===== src/pcstc_map.svh =====
// Register map, field positions, reset values and bus codes for the coding-sublayer bank
`ifndef PCSTC_MAP_SVH
`define PCSTC_MAP_SVH
`define PCSTC_IDX_COPY 16'h3000
`define PCSTC_IDX_CTL 16'h3900
`define PCSTC_IDX_STS 16'h3901
`define PCSTC_IDX_TSEL 16'h1904
`define PCSTC_CTL_RESET 15
`define PCSTC_CTL_LOOP 14
`define PCSTC_TSEL_HI 15
`define PCSTC_TSEL_LO 13
`define PCSTC_TSEL_RSVD 3'h3
`define PCSTC_STS_TXSEEN 11
`define PCSTC_STS_RXSEEN 10
`define PCSTC_STS_TXLIVE 9
`define PCSTC_STS_RXLIVE 8
`define PCSTC_STS_FAULT 7
`define PCSTC_STS_LINK 2
`define PCSTC_RESET_VAL 16'h0000
`define PCSTC_RESP_OKAY 2'h0
`define PCSTC_RESP_SLVERR 2'h2
`endif


===== src/pcstc_pkg.sv =====
// Types shared by the coding-sublayer register bank
package pcstc_pkg;
    typedef logic [15:0] pcstc_word_t;
    typedef logic [2:0] pcstc_tsel_t;
    typedef enum logic [1:0] {
        PCSTC_W_COLLECT = 2'b00,
        PCSTC_W_EXEC = 2'b01,
        PCSTC_W_RESP = 2'b11
    } pcstc_wstate_t;
    typedef enum logic {
        PCSTC_R_IDLE = 1'b0,
        PCSTC_R_RESP = 1'b1
    } pcstc_rstate_t;
endpackage


===== src/pcstc_regs.sv =====
// AXI4-Lite register bank for coding-sublayer control, status and line test select
`timescale 1ns/100ps
`include "pcstc_map.svh"

module pcstc_regs (
    input wire logic clock_in,
    input wire logic rst_in,
    input wire logic [31:0] s_axi_awaddr_in,
    input wire logic s_axi_awvalid_in,
    output logic s_axi_awready_out,
    input wire logic [31:0] s_axi_wdata_in,
    input wire logic [3:0] s_axi_wstrb_in,
    input wire logic s_axi_wvalid_in,
    output logic s_axi_wready_out,
    output logic [1:0] s_axi_bresp_out,
    output logic s_axi_bvalid_out,
    input wire logic s_axi_bready_in,
    input wire logic [31:0] s_axi_araddr_in,
    input wire logic s_axi_arvalid_in,
    output logic s_axi_arready_out,
    output logic [31:0] s_axi_rdata_out,
    output logic [1:0] s_axi_rresp_out,
    output logic s_axi_rvalid_out,
    input wire logic s_axi_rready_in,
    input wire logic tx_lpi_in,
    input wire logic rx_lpi_in,
    input wire logic fault_in,
    input wire logic link_up_in,
    input wire logic reset_done_in,
    output pcstc_pkg::pcstc_tsel_t test_mode_out,
    output logic sublayer_reset_out,
    output logic sublayer_loopback_out
);
    import pcstc_pkg::*;

    // Index match with leading digit dropped
    function automatic logic idx_hit(input logic [11:0] a, input logic [15:0] idx);
        idx_hit = (a == idx[11:0]);
    endfunction

    function automatic logic idx_known(input logic [11:0] a);
        idx_known = idx_hit(a, `PCSTC_IDX_COPY) || idx_hit(a, `PCSTC_IDX_CTL)
            || idx_hit(a, `PCSTC_IDX_STS) || idx_hit(a, `PCSTC_IDX_TSEL);
    endfunction

    pcstc_wstate_t wr_state_r;
    pcstc_rstate_t rd_state_r;
    logic aw_held_r;
    logic w_held_r;
    logic [11:0] wr_idx_r;
    pcstc_word_t wdata_r;
    logic [1:0] wstrb_r;
    logic ctl_reset_r;
    logic ctl_loop_r;
    logic cpy_reset_r;
    logic cpy_loop_r;
    pcstc_tsel_t tsel_r;
    logic tx_seen_r;
    logic rx_seen_r;
    logic link_ll_r;
    logic wr_go;
    logic hi_en;
    logic lo_en;

    assign wr_go = (wr_state_r == PCSTC_W_EXEC);
    assign hi_en = wstrb_r[1];
    assign lo_en = wstrb_r[0];

    // Register read value
    function automatic pcstc_word_t rd_word(input logic [11:0] a);
        rd_word = `PCSTC_RESET_VAL;
        if (idx_hit(a, `PCSTC_IDX_CTL)) begin
            rd_word[`PCSTC_CTL_RESET] = ctl_reset_r;
            rd_word[`PCSTC_CTL_LOOP] = ctl_loop_r;
        end else if (idx_hit(a, `PCSTC_IDX_COPY)) begin
            rd_word[`PCSTC_CTL_RESET] = cpy_reset_r;
            rd_word[`PCSTC_CTL_LOOP] = cpy_loop_r;
        end else if (idx_hit(a, `PCSTC_IDX_STS)) begin
            rd_word[`PCSTC_STS_TXSEEN] = tx_seen_r;
            rd_word[`PCSTC_STS_RXSEEN] = rx_seen_r;
            rd_word[`PCSTC_STS_TXLIVE] = tx_lpi_in;
            rd_word[`PCSTC_STS_RXLIVE] = rx_lpi_in;
            rd_word[`PCSTC_STS_FAULT] = fault_in;
            rd_word[`PCSTC_STS_LINK] = link_ll_r;
        end else if (idx_hit(a, `PCSTC_IDX_TSEL)) begin
            rd_word[`PCSTC_TSEL_HI:`PCSTC_TSEL_LO] = tsel_r;
        end
    endfunction

    // Write address and data capture, in either order
    always_ff @(posedge clock_in or posedge rst_in) begin
        if (rst_in) begin
            aw_held_r <= 1'b0;
            s_axi_awready_out <= 1'b1;
            wr_idx_r <= 12'h000;
        end else if (s_axi_awvalid_in && s_axi_awready_out) begin
            aw_held_r <= 1'b1;
            s_axi_awready_out <= 1'b0;
            wr_idx_r <= s_axi_awaddr_in[13:2];
        end else if (wr_go) begin
            aw_held_r <= 1'b0;
        end else if (s_axi_bvalid_out && s_axi_bready_in) begin
            s_axi_awready_out <= 1'b1;
        end
    end

    always_ff @(posedge clock_in or posedge rst_in) begin
        if (rst_in) begin
            w_held_r <= 1'b0;
            s_axi_wready_out <= 1'b1;
            wdata_r <= `PCSTC_RESET_VAL;
            wstrb_r <= 2'h0;
        end else if (s_axi_wvalid_in && s_axi_wready_out) begin
            w_held_r <= 1'b1;
            s_axi_wready_out <= 1'b0;
            wdata_r <= s_axi_wdata_in[15:0];
            wstrb_r <= s_axi_wstrb_in[1:0];
        end else if (wr_go) begin
            w_held_r <= 1'b0;
        end else if (s_axi_bvalid_out && s_axi_bready_in) begin
            s_axi_wready_out <= 1'b1;
        end
    end

    // Write sequencing and response
    always_ff @(posedge clock_in or posedge rst_in) begin
        if (rst_in) begin
            wr_state_r <= PCSTC_W_COLLECT;
            s_axi_bvalid_out <= 1'b0;
            s_axi_bresp_out <= `PCSTC_RESP_OKAY;
        end else begin
            case (wr_state_r)
                PCSTC_W_COLLECT: begin
                    if (aw_held_r && w_held_r) begin
                        wr_state_r <= PCSTC_W_EXEC;
                    end
                end
                PCSTC_W_EXEC: begin
                    wr_state_r <= PCSTC_W_RESP;
                    s_axi_bvalid_out <= 1'b1;
                    s_axi_bresp_out <= idx_known(wr_idx_r) ? `PCSTC_RESP_OKAY : `PCSTC_RESP_SLVERR;
                end
                PCSTC_W_RESP: begin
                    if (s_axi_bready_in) begin
                        s_axi_bvalid_out <= 1'b0;
                        wr_state_r <= PCSTC_W_COLLECT;
                    end
                end
                default: begin
                    wr_state_r <= PCSTC_W_COLLECT;
                    s_axi_bvalid_out <= 1'b0;
                end
            endcase
        end
    end

    // Read channel
    always_ff @(posedge clock_in or posedge rst_in) begin
        if (rst_in) begin
            rd_state_r <= PCSTC_R_IDLE;
            s_axi_arready_out <= 1'b1;
            s_axi_rvalid_out <= 1'b0;
            s_axi_rdata_out <= 32'h0000_0000;
            s_axi_rresp_out <= `PCSTC_RESP_OKAY;
        end else begin
            case (rd_state_r)
                PCSTC_R_IDLE: begin
                    if (s_axi_arvalid_in) begin
                        rd_state_r <= PCSTC_R_RESP;
                        s_axi_arready_out <= 1'b0;
                        s_axi_rvalid_out <= 1'b1;
                        s_axi_rdata_out <= {16'h0000, rd_word(s_axi_araddr_in[13:2])};
                        s_axi_rresp_out <= idx_known(s_axi_araddr_in[13:2]) ?
                            `PCSTC_RESP_OKAY : `PCSTC_RESP_SLVERR;
                    end
                end
                PCSTC_R_RESP: begin
                    if (s_axi_rready_in) begin
                        rd_state_r <= PCSTC_R_IDLE;
                        s_axi_rvalid_out <= 1'b0;
                        s_axi_arready_out <= 1'b1;
                    end
                end
                default: begin
                    rd_state_r <= PCSTC_R_IDLE;
                end
            endcase
        end
    end

    // Control register and its copy
    always_ff @(posedge clock_in or posedge rst_in) begin
        if (rst_in) begin
            ctl_reset_r <= 1'b0;
            ctl_loop_r <= 1'b0;
        end else if (wr_go && hi_en && idx_hit(wr_idx_r, `PCSTC_IDX_CTL)) begin
            ctl_reset_r <= wdata_r[`PCSTC_CTL_RESET];
            ctl_loop_r <= wdata_r[`PCSTC_CTL_LOOP];
        end else if (reset_done_in) begin
            ctl_reset_r <= 1'b0;
        end
    end

    always_ff @(posedge clock_in or posedge rst_in) begin
        if (rst_in) begin
            cpy_reset_r <= 1'b0;
            cpy_loop_r <= 1'b0;
        end else if (wr_go && hi_en && idx_hit(wr_idx_r, `PCSTC_IDX_COPY)) begin
            cpy_reset_r <= wdata_r[`PCSTC_CTL_RESET];
            cpy_loop_r <= wdata_r[`PCSTC_CTL_LOOP];
        end else if (reset_done_in) begin
            cpy_reset_r <= 1'b0;
        end
    end

    // Test mode select; reserved code is refused
    always_ff @(posedge clock_in or posedge rst_in) begin
        if (rst_in) begin
            tsel_r <= 3'h0;
        end else if (wr_go && hi_en && idx_hit(wr_idx_r, `PCSTC_IDX_TSEL)
            && wdata_r[`PCSTC_TSEL_HI:`PCSTC_TSEL_LO] != `PCSTC_TSEL_RSVD) begin
            tsel_r <= wdata_r[`PCSTC_TSEL_HI:`PCSTC_TSEL_LO];
        end
    end

    // Status flags; hardware event beats software write (set for idle flags, link-down clear for link flag)
    always_ff @(posedge clock_in or posedge rst_in) begin
        if (rst_in) begin
            tx_seen_r <= 1'b0;
        end else if (tx_lpi_in) begin
            tx_seen_r <= 1'b1;
        end else if (wr_go && hi_en && idx_hit(wr_idx_r, `PCSTC_IDX_STS) && !wdata_r[`PCSTC_STS_TXSEEN]) begin
            tx_seen_r <= 1'b0;
        end
    end

    always_ff @(posedge clock_in or posedge rst_in) begin
        if (rst_in) begin
            rx_seen_r <= 1'b0;
        end else if (rx_lpi_in) begin
            rx_seen_r <= 1'b1;
        end else if (wr_go && hi_en && idx_hit(wr_idx_r, `PCSTC_IDX_STS) && !wdata_r[`PCSTC_STS_RXSEEN]) begin
            rx_seen_r <= 1'b0;
        end
    end

    always_ff @(posedge clock_in or posedge rst_in) begin
        if (rst_in) begin
            link_ll_r <= 1'b0;
        end else if (!link_up_in) begin
            link_ll_r <= 1'b0;
        end else if (wr_go && lo_en && idx_hit(wr_idx_r, `PCSTC_IDX_STS) && !wdata_r[`PCSTC_STS_LINK]) begin
            link_ll_r <= 1'b1;
        end
    end

    // Outputs to the coding sublayer
    always_ff @(posedge clock_in or posedge rst_in) begin
        if (rst_in) begin
            test_mode_out <= 3'h0;
            sublayer_reset_out <= 1'b0;
            sublayer_loopback_out <= 1'b0;
        end else begin
            test_mode_out <= tsel_r;
            sublayer_reset_out <= ctl_reset_r | cpy_reset_r;
            sublayer_loopback_out <= ctl_loop_r | cpy_loop_r;
        end
    end
endmodule // pcstc_regs


===== config.mk =====
export PLATFORM = sky130hd
export DESIGN_NAME = pcstc_regs
export DESIGN_NICKNAME = d
export VERILOG_FILES = /design/src/pcstc_pkg.sv /design/src/pcstc_regs.sv
export VERILOG_INCLUDE_DIRS = /design/src
export SDC_FILE = /design/constraint.sdc
export NUM_CORES = 1
export LEC_CHECK = 0
export BUFFER_PORTS_ARGS = -buffer_cell sky130_fd_sc_hd__buf_2
export CAP_MARGIN = 20
export CORE_MARGIN = 2
export CORE_UTILIZATION = 42
export CTS_CLUSTER_SIZE = 14
export DETAILED_ROUTE_END_ITERATION = 10
export MAX_ROUTING_LAYER = met4
export PLACE_DENSITY_LB_ADDON = 0.05
export SLEW_MARGIN = 20
export SYNTH_ARGS = -nofsm -noshare
export SYNTH_HDL_FRONTEND = slang
export SYNTH_SLANG_ARGS = --single-unit
export TNS_END_PERCENT = 100

===== constraint.sdc =====
create_clock -name clock_in -period 2.2 [get_ports clock_in]
set_clock_uncertainty 0.15 [all_clocks]
set_input_delay 0.11 -clock clock_in [delete_from_list [all_inputs] [get_ports clock_in]]
set_output_delay 0.11 -clock clock_in [all_outputs]
set_load 0.01 [all_outputs]

---- Word level (Yosys, flattened, before mapping) ----
Index checks and enable logic that the tools add are counted.
storage, ports and cells
  word-level logic and storage cells ...... 131
  bits in registers ....................... 68
  input port bits ......................... 112
  output and inout bits ................... 46
operators by class
  reductions and logical operators ........ 41
  bitwise operators ....................... 4
  equality and inequality tests ........... 16
  mux-type cells .......................... 44
operators by type and width
  kind                                           count
  == test 12 bit, second input constant          6
  2-to-1 mux 1 bit                               28
  zero test 12 bit                               2
  nonzero test 2 bit                             8
  logical AND 1 bit                              15
  2-to-1 mux 5 bit                               3
  2-to-1 mux 2 bit                               6
  AND reduction 2 bit                            6
  != test 2 bit, second input constant           4
  logical OR 1 bit                               6
  2-to-1 mux 3 bit                               2
  != test 2 x 1 -> 1 bit, second input constant  3
  case mux 1 bit (2 select lines)                3
  case mux 2 bit (3 select lines)                1
  zero test 1 bit                                3
  != test 3 x 2 -> 1 bit, second input constant  1
  case mux 1 bit (3 select lines)                1
  == test 2 x 1 -> 1 bit, second input constant  1
  == test 2 bit, second input constant           1
  zero test 2 bit                                1
  NOT 1 bit                                      2
  OR 1 bit                                       2

---- Depth between registers and ports, before layout ----
Gate-level depths: netlist (run 1).
  depth in word-level cells ............... 6
  mapped depth ............................ 5
  depth with buffers taken out ............ 4

---- Worst setup path before layout (run 1) ----
No wires, ideal clock.
  path type ............................... register -> register
  start point ............................. register wr_idx_r[5]
  end point ............................... register link_ll_r
  setup slack ............................. 0.228 ns
  data arrival time ....................... 1.758 ns
  buffers on the path ..................... 0
  cell stages (with the launch flop) ...... 5
  required time ........................... 1.986 ns
  library setup time ...................... 0.064 ns
  clock period less this slack ............ 1.972 ns
  cell sequence ........................... dfrtp_1 > or4_4 > or4b_4 > nor4b_2 > o21a_1
on the way
  longest elaborated chain between the ends .. 4
ends and longest elaborated chain
  what                              line               RTL
  start, declared                   pcstc_regs.sv:50   logic [11:0] wr_idx_r;
  start signal, assigned            pcstc_regs.sv:99   wr_idx_r <= s_axi_awaddr_in[13:2];
  == test 12 bit                    pcstc_regs.sv:38   idx_hit = (a == idx[11:0]);
  logical AND 1 bit (2 in a row)    pcstc_regs.sv:252  end else if (wr_go && lo_en && idx_hit(wr_idx_r, `PCSTC_IDX_STS) && !wdata_r[`PCSTC_STS_LINK]) begin
  != test 2 x 1 -> 1 bit (no line)  --
  end signal, assigned              pcstc_regs.sv:249  link_ll_r <= 1'b0;
  end signal, assigned              pcstc_regs.sv:251  link_ll_r <= 1'b0;
  end signal, assigned              pcstc_regs.sv:253  link_ll_r <= 1'b1;
  end, declared                     pcstc_regs.sv:60   logic link_ll_r;
No other way between the ends.
A chain may end at the register's enable or synchronous reset.

---- Worst setup path after layout (run 1) ----
Ends and elaborated chain as after synthesis.

==> reports/metrics.cfg, run 1 <==
[critical_path]
critical_path_required_ns=2.30
reg2regPathDepth=4
cpMaxStageDelayCell=or4_4
path_class=reg -> reg
crit_chain=or4_4 > or4b_4 > nor4b_2 > o21a_1
path_delay_family=simple AND/OR/NAND/NOR gates
critPathMaxStageDelay_ns=0.56
cp.arrival_ns=2.18
startpoint_type=flop
path_buf_inv=0
crit_fanout=3
crit_cells=4
end_kind=flop

[sta]
hold_violations=0
fin_crit_ns=2.09
setup_tns_ns=0
max_freq_mhz=479
rsz0062_at_grt=no
tightestPinTransition_ns=0.554
setup_viol=0
timing.final.ws_setup_ns=0.114
period_share_pct=94.8
final_max_slew_viol_count=0
relSlewSlack_pct=63.0

[synth]
syn_area_per_cell_um2=12.1
synth_seq_cells=56
synth_cells=205
synth_edf_count=0
yosys.area.top_type_share_pct=53.4
async_flop_share_pct=100
synthTopCellsByArea=dfrtp_1 (53%), mux2_2 (11%), buf_4 (7.6%), dfstp_2 (3.2%), nand2_1 (2.3%)
ys_warn_count=0
yosysTopAreaCell=dfrtp_1
synth_area_mm2=0.00248
yosysSeqAreaShare_pct=56.6
ys.flop_type=dfrtp_1
ys_types=37

[grt]
grt_max_degree=57
track_usage_pct=16.0
antenna_found_initial=0
gr-total-overflow=0
first_global_vias=1719
grt_pass1_wl_um=7780

[place]
port_buffers=64
globalplace.congestion=0.757
dpl.cell_count=344
dp_hpwl_um=3320
preCtsSetupSlack_ns=0.125

[drt]
detail_route.vias_per_cell=4.62
first_pass_iters=4
drc_errors=0
drtIter0Drc=68
drt_wl_total_um=4770
vias=1769
postRouteAntennaNets=0
routedWlPerCell_um=12.5

[cts]
clkTransAtPathRegs_ns=0.10
htreeDepth=2
root_buffer=clkbuf_8
tritoncts=done
cts_buffer_depth=2
cts_made_buffers=5
clk-insertion-delay-late_ns=0.31
post_cts_buffers=0
clkSinkCount=56

[floorplanning]
die_width_um=80.9
dieHeight_um=80.9
die_area_mm2=0.00654
core_area_mm2=0.00582
rows=28
start_util_pct=42.7
io_pins=158

[power]
power_density_mw_per_mm2=919
pwr-share-clk_pct=24.2
p_sw_share_pct=28.6
pwr-share-seq_pct=51.1
intPower_w=0.00214
p_leak_nw=1.60
vdd_drop_max_v=0.000534
power.switching_w=0.000858
combPwrFrac_pct=24.7

[flow_run]
maxCapViolCount=0

[status]
outcome=completed

[cells_and_area]
nets=419
layoutNonFillerInstCount=383
layout-drive-gt1-share_pct=37.7
syn_to_final_growth_pct=31.4
antenna_cells=0

[min_path]
holdPathStages=4
min_path_type=in -> reg

-- sequential cells by signal, indices dropped and copies added, names as in the netlist, 2 cells and up --
register         flops
tsel_r               3
wdata_r              6
wr_idx_r            12
wr_state_r           2
s_axi_rdata_out      9
wstrb_r              2
test_mode_out        3
-- through the flow --
stage               hold WS, ns  total power, W  cell area (um2)  utilization, %
floorplan                0.0340         0.00205             2570               -
detailed placement       0.0379         0.00226             2830            48.6
finish                   0.0455         0.00300             3260            56.1
global route             0.0520         0.00320             3260            56.1
CTS                      0.0314         0.00304             3260            56.1
global placement         0.0381         0.00224             2830            48.6
-- cell families after synthesis --
family | synth area share, %
buffers and inverters | 8.92
AND/OR/NAND/NOR | 13.5
multiplexers | 12.1
AO/OA/AOI/OAI | 8.72
flip-flops | 56.6
other | 0.151
-- timing repair --
| action | CTS | global route |
|---|---|---|
| endpoints found under the hold margin | 91 | 0 |
| hold buffers | 31 | 0 |
| gates resized for setup | 0 | 0 |
-- worst reg2reg max path, stage by stage (launching register included) --
cell and delay (ns):
dfrtp_1 0.39, or4_4 0.56, or4b_4 0.56, nor4b_2 0.24, o21a_1 0.13
-- cell type report --
type | count | area (um2)
Fill cell | 548 | 2550
Sequential cell | 56 | 1410
Multi-Input combinational cell | 139 | 947
Timing Repair Buffer | 98 | 666
Clock buffer | 7 | 96.3
Tap cell | 75 | 93.8
Clock inverter | 1 | 30.0
Inverter | 7 | 26.3
-- final timing paths --
path / start / to / slack [ns]
min in group asynchronous: rst_in / wdata_r[10] / 0.24
worst max-delay path: wr_idx_r[5] / link_ll_r / 0.11
max in group asynchronous: rst_in / s_axi_awready_out / 1.36
worst min register to register: tsel_r[0] / test_mode_out[0] / 0.26
worst max register to register: wr_idx_r[5] / link_ll_r / 0.11
worst min-delay path: s_axi_araddr_in[10] / s_axi_rresp_out[1] / 0.05
-- synth_stat cells (3+ instances only) --
| master | instances |
|---|---|
| a21oi_1 | 8 |
| a22o_1 | 6 |
| buf_4 | 25 |
| dfrtp_1 | 53 |
| dfstp_2 | 3 |
| inv_1 | 7 |
| mux2_2 | 25 |
| nand2_1 | 15 |
| nand3_1 | 3 |
| nor2_1 | 12 |
| nor4_2 | 3 |
| o21a_1 | 3 |
| o21ai_0 | 6 |
| o22ai_1 | 3 |
-- per-layer routing --
metal  GRT usage (%)  vias to the layer above  share of wire, %  routed length (um)
met1            20.3                      830                46                2200
met5               -                        -                 0                   0
met4            6.44                        0               1.7                  80
met2            24.5                       57                46                2210
li1                -                      876                 -                   -
met3            4.22                        6               5.9                 281
-- cells in the final DEF (no fill, tap or decap), types with 2 or more instances in the layout --
master	Yosys	final
a21oi_1	8	8
a22o_1	6	6
buf_2	0	64
buf_4	25	2
clkbuf_8	0	7
conb_1	1	25
dfrtp_1	53	53
dfstp_2	3	3
dlygate4sd3_1	0	31
inv_1	7	6
mux2_2	25	25
mux2i_1	2	2
nand2_1	15	15
nand2b_1	2	2
nand3_1	3	3
nand3b_1	2	2
nand4_1	2	2
nor2_1	12	12
nor3_1	2	2
nor4_2	3	3
nor4b_2	2	2
o211ai_1	2	2
o21a_1	3	3
o21ai_0	6	6
o221a_2	2	2
o22ai_1	3	3
or2_2	2	2
or4_4	2	2
-- power groups by stage --
stage	Sequential, W	Clock, W	Combinational (W)
floorplan	0.00153	0	0.000525
global placement	0.00155	0	0.000689
detailed placement	0.00155	0	0.000704
CTS	0.00153	0.000754	0.000751
global route	0.00158	0.000790	0.000828
finish	0.00153	0.000727	0.000740
(Power assumes the default switching activity.)
==> run 2: changes to the inputs <==
- PLACE_DENSITY_LB_ADDON: 0.05 -> 0.25
==> run 2 against run 1 <==
- critical path depth unchanged
- combinational power about the same
- first-iteration DRC count down 38%
- highest routed layer unchanged
- clock power down 28%
- die area unchanged
- register-to-register slack about the same
- largest cell class unchanged
==> reports/metrics.cfg, run 2 (same netlist as run 1, synthesis figures left out) <==
[sta]
rsz0062_at_grt=no
relSlewSlack_pct=63.6
setup_viol=0
hold_violations=0
fin_crit_ns=2.07
setup_tns_ns=0
max_freq_mhz=482
timing.final.ws_setup_ns=0.126
final_max_slew_viol_count=0
period_share_pct=94.3
tightestPinTransition_ns=0.544

[critical_path]
r2r_end=link_ll_r
timing.critical_path.to=link_ll_r
startpoint=wr_idx_r[5]
reg2regPathDepth=4
startpoint_type=flop
cp.arrival_ns=2.17
r2r_slack_ns=0.13
end_kind=flop
r2r-start=wr_idx_r[5]
path_class=reg -> reg
crit_fanout=3
critical_path_required_ns=2.30

[cts]
clk-insertion-delay-late_ns=0.30
post_cts_buffers=0
root_buffer=clkbuf_8
cts_buffer_depth=2
clkSinkCount=56
cts-resized-gates=0
htreeDepth=2
tritoncts=done
cts_made_buffers=5
clkTransAtPathRegs_ns=0.09

[cells_and_area]
layout_commonest_cell=buf_2
multi_input_area_um2=947
post-route-util_pct=55.3
nets=419
syn_to_final_growth_pct=29.5
mostFrequentLayoutCells=buf_2 (64), dfrtp_1 (53), dlygate4sd3_1 (31)
regArea_mm2=0.00141
regMostFlops=wr_idx_r
layout-drive-gt1-share_pct=37.1
largest_register_ff_count=12
reg.largest.list=wr_idx_r (12), s_axi_rdata_out (9), wdata_r (6)
fillers=540
antenna_cells=0
layoutNonFillerInstCount=382

[grt]
grt_pass1_wl_um=7690
gr-total-overflow=0
first_global_vias=1765
antenna_found_initial=0
track_usage_pct=15.9
grt_max_degree=36

[drt]
postRouteAntennaNets=0
drc_errors=0
drtIter0Drc=42
first_pass_iters=4
vias=1794
drt_wl_total_um=4730
detail_route.vias_per_cell=4.70
routedWlPerCell_um=12.4

[floorplanning]
dieHeight_um=80.9
io_pins=158
core_area_mm2=0.00582
rows=28
start_util_pct=42.7
die_width_um=80.9
die_area_mm2=0.00654

[place]
preCtsSetupSlack_ns=0.132
globalplace.congestion=0.719
dp_hpwl_um=3450
dpl.cell_count=344
port_buffers=64

[power]
p_leak_nw=1.57
p_total_w=0.00280
power_density_mw_per_mm2=871
vdd_drop_max_v=0.000583

[min_path]
hp-start=s_axi_araddr_in[4]
min_path_type=in -> reg

[flow_run]
maxCapViolCount=0

[status]
outcome=completed

## run 2: how the worst min path moves through the flow
stage / endpoint / slack, ns / depth (start not counted)
after floorplan: s_axi_arready_out / 0.03 / 1
after global placement: s_axi_bvalid_out / 0.009 / 2
after detailed placement: wr_state_r[0] / 0.01 / 2
after CTS: s_axi_rresp_out[1] / 0.03 / 3
after global routing: s_axi_rresp_out[1] / 0.05 / 3
final: s_axi_rresp_out[1] / 0.04 / 3
## run 2: critical path, cell delays in order (launching register included)
cell and delay, ns:
dfrtp_1 0.39, or4_4 0.55, or4b_4 0.56, nor4b_2 0.23, o21a_1 0.13
## run 2: cell type report
| cell class | count | area share (%) |
|---|---|---|
| timing repair buffer | 98 | 20.7 |
| inverter | 7 | 0.817 |
| clock inverter | 1 | 0.156 |
| multi-input combinational | 139 | 29.5 |
| clock buffer | 6 | 2.26 |
| sequential | 56 | 43.7 |
| tap | 75 | 2.92 |
## run 2: where the power goes
group	internal (W)	switching [W]
Clock	0.000217	0.000310
Combinational	0.000410	0.000330
Sequential	0.00133	0.000203
Total	0.00196	0.000843
## run 2: metal layers
layer	track usage [%]	vias up	wire, um
li1	-	877	-
met1	18.7	854	2060
met2	26.5	57	2350
met3	4.11	6	269
met4	5.76	0	60
met5	-	-	0
## run 2: per-stage QoR
stage / hold WS [ns] / cell area (um2)
final: 0.0425 / 3220
after global routing: 0.0464 / 3220
after CTS: 0.0274 / 3220
after detailed placement: 0.0113 / 2830
after global placement: 0.00880 / 2830
after floorplan: 0.0340 / 2570
## run 2: timing repair
action,CTS,global route
endpoints found under the setup margin,0,0
hold endpoints to repair,55,0
hold buffers,31,0
==> run 3: changes to the inputs <==
- CELL_PAD_IN_SITES_DETAIL_PLACEMENT: unset -> 1
- CELL_PAD_IN_SITES_GLOBAL_PLACEMENT: unset -> 1
- CORE_UTILIZATION: 42 -> 31
- REMOVE_ABC_BUFFERS: unset -> 1
==> run 3 against run 2 <==
- non-clock buffer count is 1 lower
- combinational power grew 0.9%
- worst setup slack got worse by 0.0045 ns
- clock power up 26%
- register-to-register slack about the same
- core utilization fell by 13 points
- final cell count up 7.1%
- global-route usage is 2.1 points lower
- routed wire length up 18%
- critical endpoint unchanged
- sequential power about the same
- total power up 5.2%
- die area increased by 34%
==> reports/metrics.cfg, run 3 (same netlist as run 1, synthesis figures left out) <==
[sta]
setup_viol=0
hold_violations=0
timing.final.ws_setup_ns=0.121
tightestPinTransition_ns=0.588
final_max_slew_viol_count=0
period_share_pct=94.5
rsz0062_at_grt=no
relSlewSlack_pct=60.7
max_freq_mhz=481
fin_crit_ns=2.08
setup_tns_ns=0

[grt]
first_global_vias=1932
grt_max_degree=34
antenna_found_initial=0
gr-total-overflow=0
grt_pass1_wl_um=9210
track_usage_pct=13.9

[cells_and_area]
mostFrequentLayoutCells=buf_2 (64), dfrtp_1 (53), dlygate4sd3_1 (30)
fillers=876
reg.largest.list=wr_idx_r (12), s_axi_rdata_out (9), wdata_r (6)
nets=418
layout_commonest_cell=buf_2
regMostFlops=wr_idx_r
layoutNonFillerInstCount=409
antenna_cells=0
finalInstanceArea_mm2=0.00327
largest_register_ff_count=12
syn_to_final_growth_pct=31.6
layout-drive-gt1-share_pct=37.1

[critical_path]
cp.arrival_ns=2.17
cpMaxStageDelayCell=or4_4
path_class=reg -> reg
crit_fanout=3
end_kind=flop
crit_chain=or4_4 > or4b_4 > nor4b_2 > o21a_1
critical_path_required_ns=2.29
startpoint_type=flop
critPathMaxStageDelay_ns=0.57

[flow_run]
maxCapViolCount=0

[drt]
drtIter0Drc=37
drc_errors=0
postRouteAntennaNets=0
first_pass_iters=3
detail_route.vias_per_cell=4.42
vias=1806
drt_wl_total_um=5600
routedWlPerCell_um=13.7

[power]
power_density_mw_per_mm2=902
vdd_drop_max_v=0.000527
p_leak_nw=1.58
p_total_w=0.00295

[cts]
htreeDepth=2
post_cts_buffers=0
tritoncts=done
cts-resized-gates=0
postCtsHoldBufs=30
cts_made_buffers=5
clk-insertion-delay-late_ns=0.30
root_buffer=clkbuf_8
clkTransAtPathRegs_ns=0.10
clkSinkCount=56
cts_buffer_depth=2

[status]
outcome=completed

[floorplanning]
start_util_pct=32.1
core_area_mm2=0.00773
io_pins=158
die_width_um=93.5
rows=32
dieHeight_um=93.5
die_area_mm2=0.00874

[min_path]
min_path_type=in -> reg

[place]
placed_cell_area_mm2=0.00286
globalplace.congestion=0.790
preCtsSetupSlack_ns=0.127
port_buffers=64
dpl.cell_count=371
dp_hpwl_um=3940

run 3: worst max-delay path, delay by kind of cell, from the launching register on:
kind	cells	cell delay [ns]
AO/OA/AOI/OAI	1	0.13
flip-flops	1	0.39
AND/OR/NAND/NOR	3	1.36
run 3: routing by layer:
layer,routed length [um],vias to the layer above,GRT usage [%]
li1,-,877,-
met1,2390,865,16.7
met2,2870,59,24.2
met3,287,5,2.58
met4,47,0,3.31
met5,0,-,-
run 3: final cells by class:
class	count	area (um2)	area share, %
Multi-Input combinational cell	139	947	29.0
Inverter	7	26.3	0.804
Timing Repair Buffer	97	656	20.1
Tap cell	102	128	3.91
Clock inverter	1	30.0	0.919
Clock buffer	7	76.3	2.34
Sequential cell	56	1410	43.0
run 3: power by group:
part | switching, W | internal (W)
Combinational | 0.000339 | 0.000409
Clock | 0.000321 | 0.000341
Sequential | 0.000205 | 0.00133
run 3: worst paths after layout:
path / from / end / slack (ns) / depth (start not counted)
min in group asynchronous: rst_in / wr_idx_r[1] / 0.26 / 3
worst max register to register: wr_idx_r[5] / link_ll_r / 0.12 / 4
max in group asynchronous: rst_in / s_axi_arready_out / 1.02 / 4
worst max-delay path: wr_idx_r[5] / link_ll_r / 0.12 / 4
worst min-delay path: s_axi_araddr_in[2] / s_axi_rresp_out[1] / 0.02 / 3
worst min register to register: tsel_r[0] / test_mode_out[0] / 0.27 / 0
run 3: per-stage QoR:
| stage | hold slack [ns] | utilization (%) |
|---|---|---|
| after detailed placement | 0.0375 | 37.0 |
| final | 0.0242 | 42.3 |
| after global routing | 0.0747 | 42.3 |
| after CTS | 0.0231 | 42.3 |
| after floorplan | 0.0340 | - |
| after global placement | 0.0353 | 37.0 |
